$ cat src/verilog/syscfg_cfg.svh
// system configuration block: addresses, field positions, reset and codes
// assumes inclusion by bare name from the top module, the dma arbiter and the bench
`ifndef SYSCFG_CFG_SVH
`define SYSCFG_CFG_SVH
`define SC_ADDR 32'h0000_0000
`define SC_RESET 32'h0000_0010
`define SC_WMASK 32'h0007_FF7E
`define SC_B_SOFT_RESET_BIT 0
`define SC_B_BSO 1
`define SC_B_VECTOR_TABLE_INTERNAL_BIT 2
`define SC_B_IWT 3
`define SC_HPM_LO 4
`define SC_HPM_HI 5
`define SC_B_HOST_PACK_HIGH_FIRST 6
`define SC_B_FLUSH 7
`define SC_B_BLK0 8
`define SC_B_BLK1 9
`define SC_B_REDY 10
`define SC_B_BHD 11
`define SC_BANK_SIZE_FIELD_LO 12
`define SC_BANK_SIZE_FIELD_HI 15
`define SC_EXTERNAL_BUS_PRIORITY_LO 16
`define SC_EXTERNAL_BUS_PRIORITY_HI 17
`define SC_B_DMA_CHANNEL_PRIORITY_BIT 18
`define SC_BANK_SIZE_FIELD_BIAS 5'h0D
`define SC_IVT_INT 32'h0002_0000
`define SC_IVT_EXT 32'h0040_0000
`define SC_HPM_NONE 2'h0
`define SC_HPM_16_32 2'h1
`define SC_HPM_16_48 2'h2
`define SC_HPM_32_48 2'h3
`define SC_EXTERNAL_BUS_PRIORITY_EVEN 2'h0
`define SC_EXTERNAL_BUS_PRIORITY_CORE 2'h1
`define SC_EXTERNAL_BUS_PRIORITY_IOP 2'h2
`define SC_LOW16_MASK 48'hFFFF_FFFF_0000
`define SC_BANK_OFF 4'hF
`define SC_DMA_FIRST 4'h1
`endif

$ cat src/verilog/syscfg_pkg.sv
// types shared by the system configuration block and its dma arbiter
// assumes the cfg header is on the include path
package syscfg_pkg;
	// gray along idle, wait, fire
	typedef enum logic [1:0] {
		SC_FL_IDLE = 2'h0,
		SC_FL_WAIT = 2'h1,
		SC_FL_FIRE = 2'h3
	} syscfg_flush_t;
	typedef enum logic [1:0] {SC_W32 = 2'h0, SC_W40 = 2'h1, SC_W48 = 2'h2} syscfg_width_t;
	typedef enum logic [1:0] {
		SC_TGT_MEM = 2'h0,
		SC_TGT_IOP = 2'h1,
		SC_TGT_LINK = 2'h2,
		SC_TGT_PORT = 2'h3
	} syscfg_target_t;
	typedef struct packed {
		logic pm_req;
		logic dm_req;
		logic pm_write;
		logic dm_write;
		logic io_req;
	} syscfg_bus_req_t;
	typedef struct packed {
		logic pm;
		logic dm;
		logic io;
	} syscfg_bus_gnt_t;
	typedef struct packed {
		logic [31:0] cfg;
		syscfg_flush_t flush;
		logic soft_reset_bit;
		logic [2:0] strap_s1;
		logic [2:0] strap_s2;
		logic last_io;
		logic [3:0] bank_n;
		logic boot_n;
		logic [47:0] data;
		logic [31:0] rdata;
	} syscfg_state_t;
	typedef struct packed {
		logic [1:0] head;
	} syscfg_arb_state_t;
endpackage

$ cat src/verilog/syscfg_top.sv
// system configuration register and the control it steers
// assumes core register port on CLK; strap pins come from outside the domain
// Operation
// writing soft reset acts like reset pin
// boot override: bank selects off, boot select on
// no boot: vector table internal or external
// any boot mode: vector table always internal
// instruction width bit forces 48-bit direct access
// host pack mode selects bus and word
// no packing: low 16 data bits zero
// iop registers 32-bit; link buffers follow pack
// software matches pack mode to dma pack
// 16/32 mode, wide block: upper 32 bits
// pack change: write, read, write, wait
// pack order high first, not for 32/48
// flush clears pack status; reads zero
// host idles during flush latency
// bits 8, 9 set block data width
// buffer stall unless stall disable set
// bank size field is log2 minus 13
// bus priority: even, core, or io
// conflicting pm and dm: dm first
// priority side waits out the other; the code grants the priority side at once and the other side waits
// even priority alternates every other cycle
// dma channels fixed or rotating priority
// reset value sets 16/32 packing
`timescale 1ns/1ps
`include "syscfg_cfg.svh"
module syscfg_top
	import syscfg_pkg::*;
(
	input wire logic CLK,
	input wire logic RST,
	input wire logic [31:0] REG_ADDR,
	input wire logic REG_WE,
	input wire logic REG_RE,
	input wire logic [31:0] REG_WDATA,
	output logic [31:0] REG_RDATA,
	output logic SOFT_RESET,
	input wire logic EPROM_BOOT_STRAP,
	input wire logic LINK_BOOT_STRAP,
	input wire logic BOOT_MEM_STRAP,
	output logic [31:0] VECTOR_BASE,
	input wire logic [3:0] BANK_REQ,
	input wire logic BOOT_REQ,
	output logic [3:0] BANK_SEL_N,
	output logic BOOT_SEL_N,
	input wire logic DIRECT_BLOCK,
	output syscfg_width_t DIRECT_WIDTH,
	input syscfg_target_t HOST_TARGET,
	input wire logic HOST_BLOCK,
	output syscfg_width_t HOST_WIDTH,
	output logic HOST_UPPER32,
	output logic [1:0] HOST_PACK_MODE,
	output logic HOST_PACK_HIGH_FIRST,
	output logic PACK_FLUSH,
	input wire logic [47:0] HOST_DATA_IN,
	output logic [47:0] HOST_DATA_OUT,
	output logic BLOCK0_WIDE,
	output logic BLOCK1_WIDE,
	output logic REDY_ACTIVE_DRIVE,
	input wire logic BUF_EMPTY_RD,
	input wire logic BUF_FULL_WR,
	output logic BUF_STALL,
	output logic [4:0] BANK_SIZE_LOG2,
	input syscfg_bus_req_t BUS_REQ,
	output syscfg_bus_gnt_t BUS_GNT,
	input wire logic [3:0] DMA_REQ,
	output logic [3:0] DMA_GNT
);
	localparam syscfg_state_t SC_RST_STATE = '{
		cfg: `SC_RESET,
		flush: SC_FL_IDLE,
		soft_reset_bit: 1'b0,
		strap_s1: 3'h0,
		strap_s2: 3'h0,
		last_io: 1'b0,
		bank_n: `SC_BANK_OFF,
		boot_n: 1'b1,
		data: 48'h0,
		rdata: 32'h0
	};

	syscfg_state_t s_r;
	syscfg_state_t n;
	logic [1:0] host_pack_mode;
	logic [1:0] external_bus_priority;
	logic booting;
	logic core_win;

	// the register sits at one word of internal memory
	function automatic logic hit(input logic [31:0] a);
		return a == `SC_ADDR;
	endfunction

	// width of a block access: instruction transfer overrides the block bit
	function automatic syscfg_width_t blk_width(input logic instruction_transfer_width_bit, input logic wide);
		if (instruction_transfer_width_bit) return SC_W48;
		return wide ? SC_W40 : SC_W32;
	endfunction

	// word width given by the host pack mode alone
	function automatic syscfg_width_t pack_width(input logic [1:0] mode);
		case (mode)
			`SC_HPM_16_48: return SC_W48;
			`SC_HPM_32_48: return SC_W48;
			default: return SC_W32;
		endcase
	endfunction

	// block data width bit for block 0 or 1
	function automatic logic blk_bit(input logic [31:0] c, input logic blk);
		return blk ? c[`SC_B_BLK1] : c[`SC_B_BLK0];
	endfunction

	assign host_pack_mode = s_r.cfg[`SC_HPM_HI:`SC_HPM_LO];
	assign external_bus_priority = s_r.cfg[`SC_EXTERNAL_BUS_PRIORITY_HI:`SC_EXTERNAL_BUS_PRIORITY_LO];
	// any strap set means a boot mode; synced copies only
	assign booting = |s_r.strap_s2;

	// plain decodes of stored configuration
	assign VECTOR_BASE = (booting || s_r.cfg[`SC_B_VECTOR_TABLE_INTERNAL_BIT]) ? `SC_IVT_INT : `SC_IVT_EXT;
	assign DIRECT_WIDTH = blk_width(s_r.cfg[`SC_B_IWT], blk_bit(s_r.cfg, DIRECT_BLOCK));
	assign HOST_PACK_MODE = host_pack_mode;
	assign BLOCK0_WIDE = s_r.cfg[`SC_B_BLK0];
	assign BLOCK1_WIDE = s_r.cfg[`SC_B_BLK1];
	assign REDY_ACTIVE_DRIVE = s_r.cfg[`SC_B_REDY];
	assign BANK_SIZE_LOG2 = 5'(s_r.cfg[`SC_BANK_SIZE_FIELD_HI:`SC_BANK_SIZE_FIELD_LO]) + `SC_BANK_SIZE_FIELD_BIAS;
	// order only matters when 16-bit words are packed
	assign HOST_PACK_HIGH_FIRST = s_r.cfg[`SC_B_HOST_PACK_HIGH_FIRST] &&
		(host_pack_mode == `SC_HPM_16_32 || host_pack_mode == `SC_HPM_16_48);
	// stall is combinational so the requester holds in the same cycle
	assign BUF_STALL = !s_r.cfg[`SC_B_BHD] && (BUF_EMPTY_RD || BUF_FULL_WR);
	assign PACK_FLUSH = s_r.flush == SC_FL_FIRE;
	assign SOFT_RESET = s_r.soft_reset_bit;
	assign REG_RDATA = s_r.rdata;
	assign BANK_SEL_N = s_r.bank_n;
	assign BOOT_SEL_N = s_r.boot_n;
	assign HOST_DATA_OUT = s_r.data;

	// host word width per target; iop registers ignore packing
	always_comb begin
		HOST_WIDTH = SC_W32;
		HOST_UPPER32 = 1'b0;
		case (HOST_TARGET)
			SC_TGT_IOP: HOST_WIDTH = SC_W32;
			SC_TGT_LINK: HOST_WIDTH = pack_width(host_pack_mode);
			SC_TGT_PORT: HOST_WIDTH = pack_width(host_pack_mode);
			SC_TGT_MEM: begin
				if (host_pack_mode == `SC_HPM_NONE) begin
					HOST_WIDTH = blk_width(s_r.cfg[`SC_B_IWT], blk_bit(s_r.cfg, HOST_BLOCK));
				end else begin
					HOST_WIDTH = pack_width(host_pack_mode);
				end
				// 32-bit words into a 40-bit block land in the top 32 bits
				HOST_UPPER32 = host_pack_mode == `SC_HPM_16_32 && blk_bit(s_r.cfg, HOST_BLOCK);
			end
			default: HOST_WIDTH = SC_W32;
		endcase
	end

	// external bus slot: one winner per cycle, dm ahead of pm
	always_comb begin
		logic core;
		core = BUS_REQ.pm_req || BUS_REQ.dm_req;
		case (external_bus_priority)
			`SC_EXTERNAL_BUS_PRIORITY_CORE: core_win = core;
			`SC_EXTERNAL_BUS_PRIORITY_IOP: core_win = core && !BUS_REQ.io_req;
			default: core_win = core && (!BUS_REQ.io_req || s_r.last_io);
		endcase
		BUS_GNT.io = BUS_REQ.io_req && !core_win;
		BUS_GNT.dm = core_win && BUS_REQ.dm_req;
		// pm takes the extra cycle after dm; it keeps requesting meanwhile
		BUS_GNT.pm = core_win && BUS_REQ.pm_req && !BUS_REQ.dm_req;
	end

	// next state of the whole block
	always_comb begin
		n = s_r;
		// straps pass two flops before any decode
		n.strap_s1 = {EPROM_BOOT_STRAP, LINK_BOOT_STRAP, BOOT_MEM_STRAP};
		n.strap_s2 = s_r.strap_s1;
		n.soft_reset_bit = 1'b0;
		// flush latency walk
		case (s_r.flush)
			SC_FL_WAIT: n.flush = SC_FL_FIRE;
			SC_FL_FIRE: n.flush = SC_FL_IDLE;
			default: n.flush = SC_FL_IDLE;
		endcase
		// register write; reset and flush bits act but are not stored
		if (REG_WE && hit(REG_ADDR)) begin
			n.cfg = REG_WDATA & `SC_WMASK;
			n.soft_reset_bit = REG_WDATA[`SC_B_SOFT_RESET_BIT];
			if (REG_WDATA[`SC_B_FLUSH]) n.flush = SC_FL_WAIT;
		end
		// read returns the value before a same-cycle write
		n.rdata = (REG_RE && hit(REG_ADDR)) ? s_r.cfg : 32'h0;
		// boot override reroutes bank selects to the boot memory select
		if (s_r.cfg[`SC_B_BSO]) begin
			n.bank_n = `SC_BANK_OFF;
			n.boot_n = !(BOOT_REQ || (|BANK_REQ));
		end else begin
			n.bank_n = ~BANK_REQ;
			n.boot_n = !BOOT_REQ;
		end
		// unpacked host bus is at most 32 bits wide
		if (host_pack_mode == `SC_HPM_NONE) n.data = HOST_DATA_IN & `SC_LOW16_MASK;
		else n.data = HOST_DATA_IN;
		// remember last winner so even priority alternates
		if (BUS_GNT.io) n.last_io = 1'b1;
		else if (core_win) n.last_io = 1'b0;
		// soft reset pulse reloads everything like the pin
		if (s_r.soft_reset_bit) n = SC_RST_STATE;
	end

	always_ff @(posedge CLK or posedge RST) begin
		if (RST) s_r <= SC_RST_STATE;
		else s_r <= n;
	end

	// dma channel 6 to 9 priority
	syscfg_dma_arb u_dma_arb (
		.clk(CLK),
		.rst(RST),
		.clr(s_r.soft_reset_bit),
		.rotate(s_r.cfg[`SC_B_DMA_CHANNEL_PRIORITY_BIT]),
		.req(DMA_REQ),
		.gnt(DMA_GNT)
	);
endmodule

$ cat src/verilog/syscfg_dma_arb.sv
// priority arbiter for the four external port dma channels (6 to 9)
// assumes requests from logic on the same clock; clr is a one-cycle soft reset
`timescale 1ns/1ps
`include "syscfg_cfg.svh"
module syscfg_dma_arb
	import syscfg_pkg::*;
(
	input wire logic clk,
	input wire logic rst,
	input wire logic clr,
	input wire logic rotate,
	input wire logic [3:0] req,
	output logic [3:0] gnt
);
	syscfg_arb_state_t s_r;
	syscfg_arb_state_t n;

	// first requester walking up from head, wrapping modulo four
	function automatic logic [3:0] pick(input logic [3:0] r, input logic [1:0] head);
		logic [3:0] g;
		logic [1:0] ch;
		g = 4'h0;
		for (int i = 0; i < 4; i++) begin
			ch = head + i[1:0];
			if (g == 4'h0 && r[ch]) g[ch] = 1'b1;
		end
		return g;
	endfunction

	// grant and head update; fixed mode searches from channel 6 and leaves head unchanged
	always_comb begin
		n = s_r;
		gnt = pick(req, rotate ? s_r.head : 2'h0);
		for (int i = 0; i < 4; i++) begin
			if (rotate && gnt[i]) n.head = 2'(i + 1);
		end
		if (clr) n.head = 2'h0;
	end

	always_ff @(posedge clk or posedge rst) begin
		if (rst) s_r <= '{head: 2'h0};
		else s_r <= n;
	end
endmodule

$ cat config.mk
export PLATFORM = sky130hd
export DESIGN_NAME = syscfg_top
export DESIGN_NICKNAME = d
export VERILOG_FILES = /design/src/verilog/syscfg_pkg.sv /design/src/verilog/syscfg_top.sv /design/src/verilog/syscfg_dma_arb.sv
export VERILOG_INCLUDE_DIRS = /design/src /design/src/verilog
export SDC_FILE = /design/constraint.sdc
export NUM_CORES = 1
export LEC_CHECK = 0
export BUFFER_PORTS_ARGS = -buffer_cell sky130_fd_sc_hd__buf_2
export CORE_MARGIN = 2
export CORE_UTILIZATION = 45
export CTS_BUF_LIST = sky130_fd_sc_hd__clkbuf_16
export DETAILED_ROUTE_END_ITERATION = 10
export PLACE_DENSITY = 0.79
export SLEW_MARGIN = 20
export SYNTH_ARGS = -nofsm -noshare
export SYNTH_HDL_FRONTEND = slang
export SYNTH_SLANG_ARGS = --single-unit
$ cat constraint.sdc
create_clock -name CLK -period 6.5 [get_ports CLK]
set_input_delay 1.625 -clock CLK [delete_from_list [all_inputs] [get_ports CLK]]
set_output_delay 1.625 -clock CLK [all_outputs]
set_load 0.02 [all_outputs]
Word-level counts from Yosys, hierarchy flattened
Index checks and enable logic that the tools add are counted.

Bits in registers: 129. Input port bits: 139. Output and inout port bits: 143. Logic and storage cells: 135.

$add $sub $neg: 4. $lt $le $gt $ge: 8. Equal/unequal tests: 10. Muxes and demuxes: 51. Bitwise operators: 4. Reductions and logical operators: 47.

Operator list (number): two-way mux 127 bit (1); two-way mux 35 bit (1); zero test 32 bit (1); two-way mux 32 bit (1); two-way mux 2 bit (13); two-way mux 23 bit (1); logical AND 1 bit (22); two-way mux 1 bit (18); two-way mux 16 bit (1); two-way mux 4 bit (4); == test 2 bit (second input constant) (6); zero test 4 bit (3); less-than comparator 2 x 3 -> 1 bit (second input constant) (4); bitwise OR 4 bit (3); binary-select mux 1 bit (select 2 bit) (4); demux 1 bit (select 2 bit) (4); == test 2 x 1 -> 1 bit (second input constant) (4); greater-or-equal comparator 2 x 1 -> 1 bit (second input constant) (4); zero test 1 bit (6); logical OR 1 bit (6); case mux 2 bit (3 select lines) (1); adder 4 x 4 -> 5 bit (second input constant) (1); two-way mux 5 bit (1); nonzero test 5 bit (1); 10 further kinds (13).

Logic depth before layout (Yosys ltp)
Depth in word-level cells: 21. Depth in mapped cells: 13. Mapped depth without buffers: 12.

Hierarchy
Synthesis repeated with hierarchy kept, for this count alone.

Cells, all modules: 504. Area, all modules: 5368.9 um^2.

Modules (own cells, without submodules): syscfg_top (instances 1, cells an instance 418, area each 4634.4 um^2, seq. area each 2459.9 um^2); syscfg_dma_arb (instances 1, cells an instance 86, area each 734.5 um^2, seq. area each 50.0 um^2).

Least setup slack after synthesis
Ideal clock, no wire load.

Kind: input -> output. Start: input DMA_REQ[1]. End: output DMA_GNT[3]. Arrival: 3489 ps. Required time: 4875 ps. Slack: 1386 ps. Stages: 7. Path buffers: 0. Cells stage by stage: mux4_2 -> o211a_2 -> a21bo_1 -> o31a_1 -> o2111a_2 -> and3_4 -> or2_1.

Word-level cells in the longest chain between the ends: 12. Elaborated cells on any way between the ends: 21. Those cells by class: mux: 12; bitwise: 3; reduce/logical: 6.

RTL lines: start: declaration (line syscfg_top.sv:68) `input wire logic [3:0] DMA_REQ,`; binary-select mux 1 bit (select 2 bit) (line syscfg_dma_arb.sv:25) `if (g == 4'h0 && r[ch]) g[ch] = 1'b1;`; two-way mux 1 bit (implied by the code) (line syscfg_dma_arb.sv:25); two-way mux 4 bit (line syscfg_dma_arb.sv:25); zero test 4 bit (line syscfg_dma_arb.sv:25); logical AND 1 bit (line syscfg_dma_arb.sv:25); two-way mux 4 bit (line syscfg_dma_arb.sv:25); zero test 4 bit (line syscfg_dma_arb.sv:25); logical AND 1 bit (line syscfg_dma_arb.sv:25); two-way mux 4 bit (line syscfg_dma_arb.sv:25); zero test 4 bit (line syscfg_dma_arb.sv:25); logical AND 1 bit (line syscfg_dma_arb.sv:25); two-way mux 4 bit (*) (line syscfg_dma_arb.sv:25); end: declaration (line syscfg_top.sv:69) `output logic [3:0] DMA_GNT`.

Mark *: on every way between the ends. The rest lies on a longest branch, timed or not. The select of a mux whose other input is x is not followed.

Worst setup path after layout
Start: input DMA_REQ[3]. End: output DMA_GNT[0].

Same word-level chain as after synthesis.

==> results.ini <==
[global_route]
grt-ovfl-total=0
track_usage=0.1812
grt_max_degree=63
grt_pass1_vias=3417
grt_pass1_wl_mm=17.02
antenna_found_initial=0

[cells_and_area]
seq_area_sq_um=2511
final_util=0.5430
nFillCells=966
final_cell_mix=buf_2, dfrtp_1, and2_1, nor2b_1, conb_1
drive_gt1_frac=0.4324
multi_input_area_sq_um=1697
stdcell_area_sq_um=5938
final_common_cell=buf_2
stdcell_count=769
area_delta_synth_final_pct=16.61
antennaDiodeCount=0
nets=775

[critical_path]
path_cells=buf_2, mux2i_1, a2bb2oi_1, nand2_1, a22o_1, or2_1, o2111a_2, a31oi_1, inv_1, buf_2
arrival_ns=3.88
reg2reg_slack_ns=2.90
path_common_cell=buf_2
cp-startpoint=DMA_REQ[3]
reg2reg_depth=10
cp-start-kind=input pin
cp_max_fo=6
slowest_delay_ns=0.37
worst_path_max_delay_cell=a31oi_1
timing.rr.start=s_r[113]$_DFFE_PP0P_
path_class=in2out
end_kind=primary output
cp_data_required_time_ns=4.88

[cts]
cts_buffers=9
insertion_delay_ns=0.33
cts_root_buf=clkbuf_16
post_cts_buffers=0
cts_resized=0
clock_sinks=100
cts_tree=done
clock_path_buffers=2
cts.clk_slew.worst_paths_ns=0.07
cts_hold_buf=0
h-tree-depth=3

[place]
dpl.hpwl_mm=8.810
gp_congestion=0.8446
pre_cts_slack_ns=1.045
io_buffer_count=236
placed_cells=753
place_area_sq_um=5653

[timing]
relSlewSlack=0.4889
finalClockSkew_ns=0.01004
timing.final.crit_period_ns=5.501
layout_setup_ws_ns=0.9991
period_share=0.8463
tightest_slew_ns=0.7638
hold_viol=0
setup-violations-final=0
finalSetupTns_ns=0
max_freq_mhz=181.8
finalHoldWorstSlack_ns=0.4765
final_max_slew_viol_count=0
rsz0062_at_grt=false

[synth]
syn-cell-area_sq_um=5092
synth_warnings=0
synth_seq_cells=100
async_flop_share=1.000
ys_seq_area_frac=0.4929
synth_cell_types=57
synth-main-ff-cell=dfrtp_1
synth-edff-count=0
netlist_instances=475
synth_area_per_cell_sq_um=10.72

[floorplanning]
num_rows=38
chipHeight_um=110.4
coreArea_sq_um=10940
dieArea_sq_um=12180
io_pins=282
initial_core_util=0.4657
die_w_um=110.4

[drt]
ant_nets=0
vias=3565
avgRoutedWirePerCell_um=14.92
wl_mm=11.47
vias_per_cell=4.636
drc=0
detail_route.first_pass.iterations=4
drtIter0Drc=184

[power_and_ir_drop]
power.leakage_nw=3.203
power_density_nw_per_um2=220.0
peakVddDrop_v=0.0001266
power_mw=1.306

[min_path]
hp-class=reg2reg
min_from=s_r[91]$_DFF_PP0_
hold-path-cell-count=1

[outcome]
outcome=complete, no violations

[run]
drv_cap=0

logic make-up (layout without fill, tap and decap cells):
logic type	Yosys count	count (layout)	share of synthesized area
other	1	31	0.0007364
XOR/XNOR	2	2	0.003440
flip-flops	100	100	0.4929
buffers and inverters	148	272	0.1961
AO/OA/AOI/OAI	42	42	0.06118
AND/OR/NAND/NOR	148	148	0.1649
multiplexers	22	22	0.05135
adder cells (fa/ha/maj)	12	12	0.02948
state kept, by name, indices dropped and copies added, names as in the netlist:
| name | count |
|---|---|
| s_r | 19 |
| SOFT_RESET | 1 |
| REG_RDATA | 18 |
| HOST_DATA_OUT | 48 |
| u_dma_arb.s_r | 2 |
| HOST_PACK_MODE | 2 |
| BLOCK1_WIDE | 1 |
| BLOCK0_WIDE | 1 |
| REDY_ACTIVE_DRIVE | 1 |
| BANK_SEL_N | 4 |
| BOOT_SEL_N | 1 |
| external_bus_priority | 2 |
cell type report:
type	count	share of cell area
Sequential cell	100	0.4229
Multi-Input combinational cell	257	0.2857
Timing Repair Buffer	239	0.2027
Clock buffer	9	0.03793
Tap cell	140	0.02950
Inverter	17	0.01117
Clock inverter	7	0.01011
cells in the mapped netlist, types with 2 or more instances:
library cell | instances | share of area
and2_1 | 38 | 0.047
nor2b_1 | 38 | 0.047
o21ai_0 | 8 | 0.0079
nand4_1 | 2 | 0.0025
or2_1 | 2 | 0.0025
a22o_1 | 2 | 0.0034
nand2b_1 | 3 | 0.0037
o31a_1 | 2 | 0.0034
dfrtp_1 | 94 | 0.46
nand2_1 | 14 | 0.010
mux4_2 | 2 | 0.0088
a21o_1 | 2 | 0.0029
clkbuf_1 | 11 | 0.0081
ha_1 | 12 | 0.029
buf_4 | 118 | 0.17
buf_1 | 2 | 0.0015
a31oi_1 | 4 | 0.0049
nor4_1 | 11 | 0.014
and3_1 | 2 | 0.0025
inv_1 | 16 | 0.012
a21oi_1 | 5 | 0.0049
dfstp_2 | 6 | 0.031
mux2i_1 | 19 | 0.037
a21boi_0 | 2 | 0.0029
nor2_1 | 27 | 0.020
nor4b_1 | 2 | 0.0034
routing by layer:
layer | vias to the layer above | routed length (um) | track usage
met5 | - | 0 | 0
met4 | 0 | 216 | 0.07143
li1 | 1703 | - | -
met3 | 21 | 912 | 0.04468
met1 | 1700 | 4550 | 0.2169
met2 | 141 | 5793 | 0.3129
critical path: cells and delay by family:
| family | cells | cell delay (ns) |
|---|---|---|
| mux | 1 | 0.22 |
| compound gates | 4 | 1.24 |
| buf+inv | 3 | 0.36 |
| simple gates | 2 | 0.43 |
final timing paths:
path / to
min: s_r[88]$_DFF_PP0_
min in group asynchronous: HOST_DATA_OUT[45]$_DFF_PP0_
min reg2reg: s_r[88]$_DFF_PP0_
max: DMA_GNT[0]
max in group asynchronous: SOFT_RESET$_DFF_PP0_
max reg2reg: u_dma_arb.s_r[1]$_DFFE_PP0P_
report_power, final:
part | switching [mW] | leakage, nW | internal (mW)
Sequential | 0.00553 | 1.25 | 0.642
Combinational | 0.0960 | 1.82 | 0.0601
Clock | 0.236 | 0.141 | 0.266
Power figures use the tool's default switching activity.
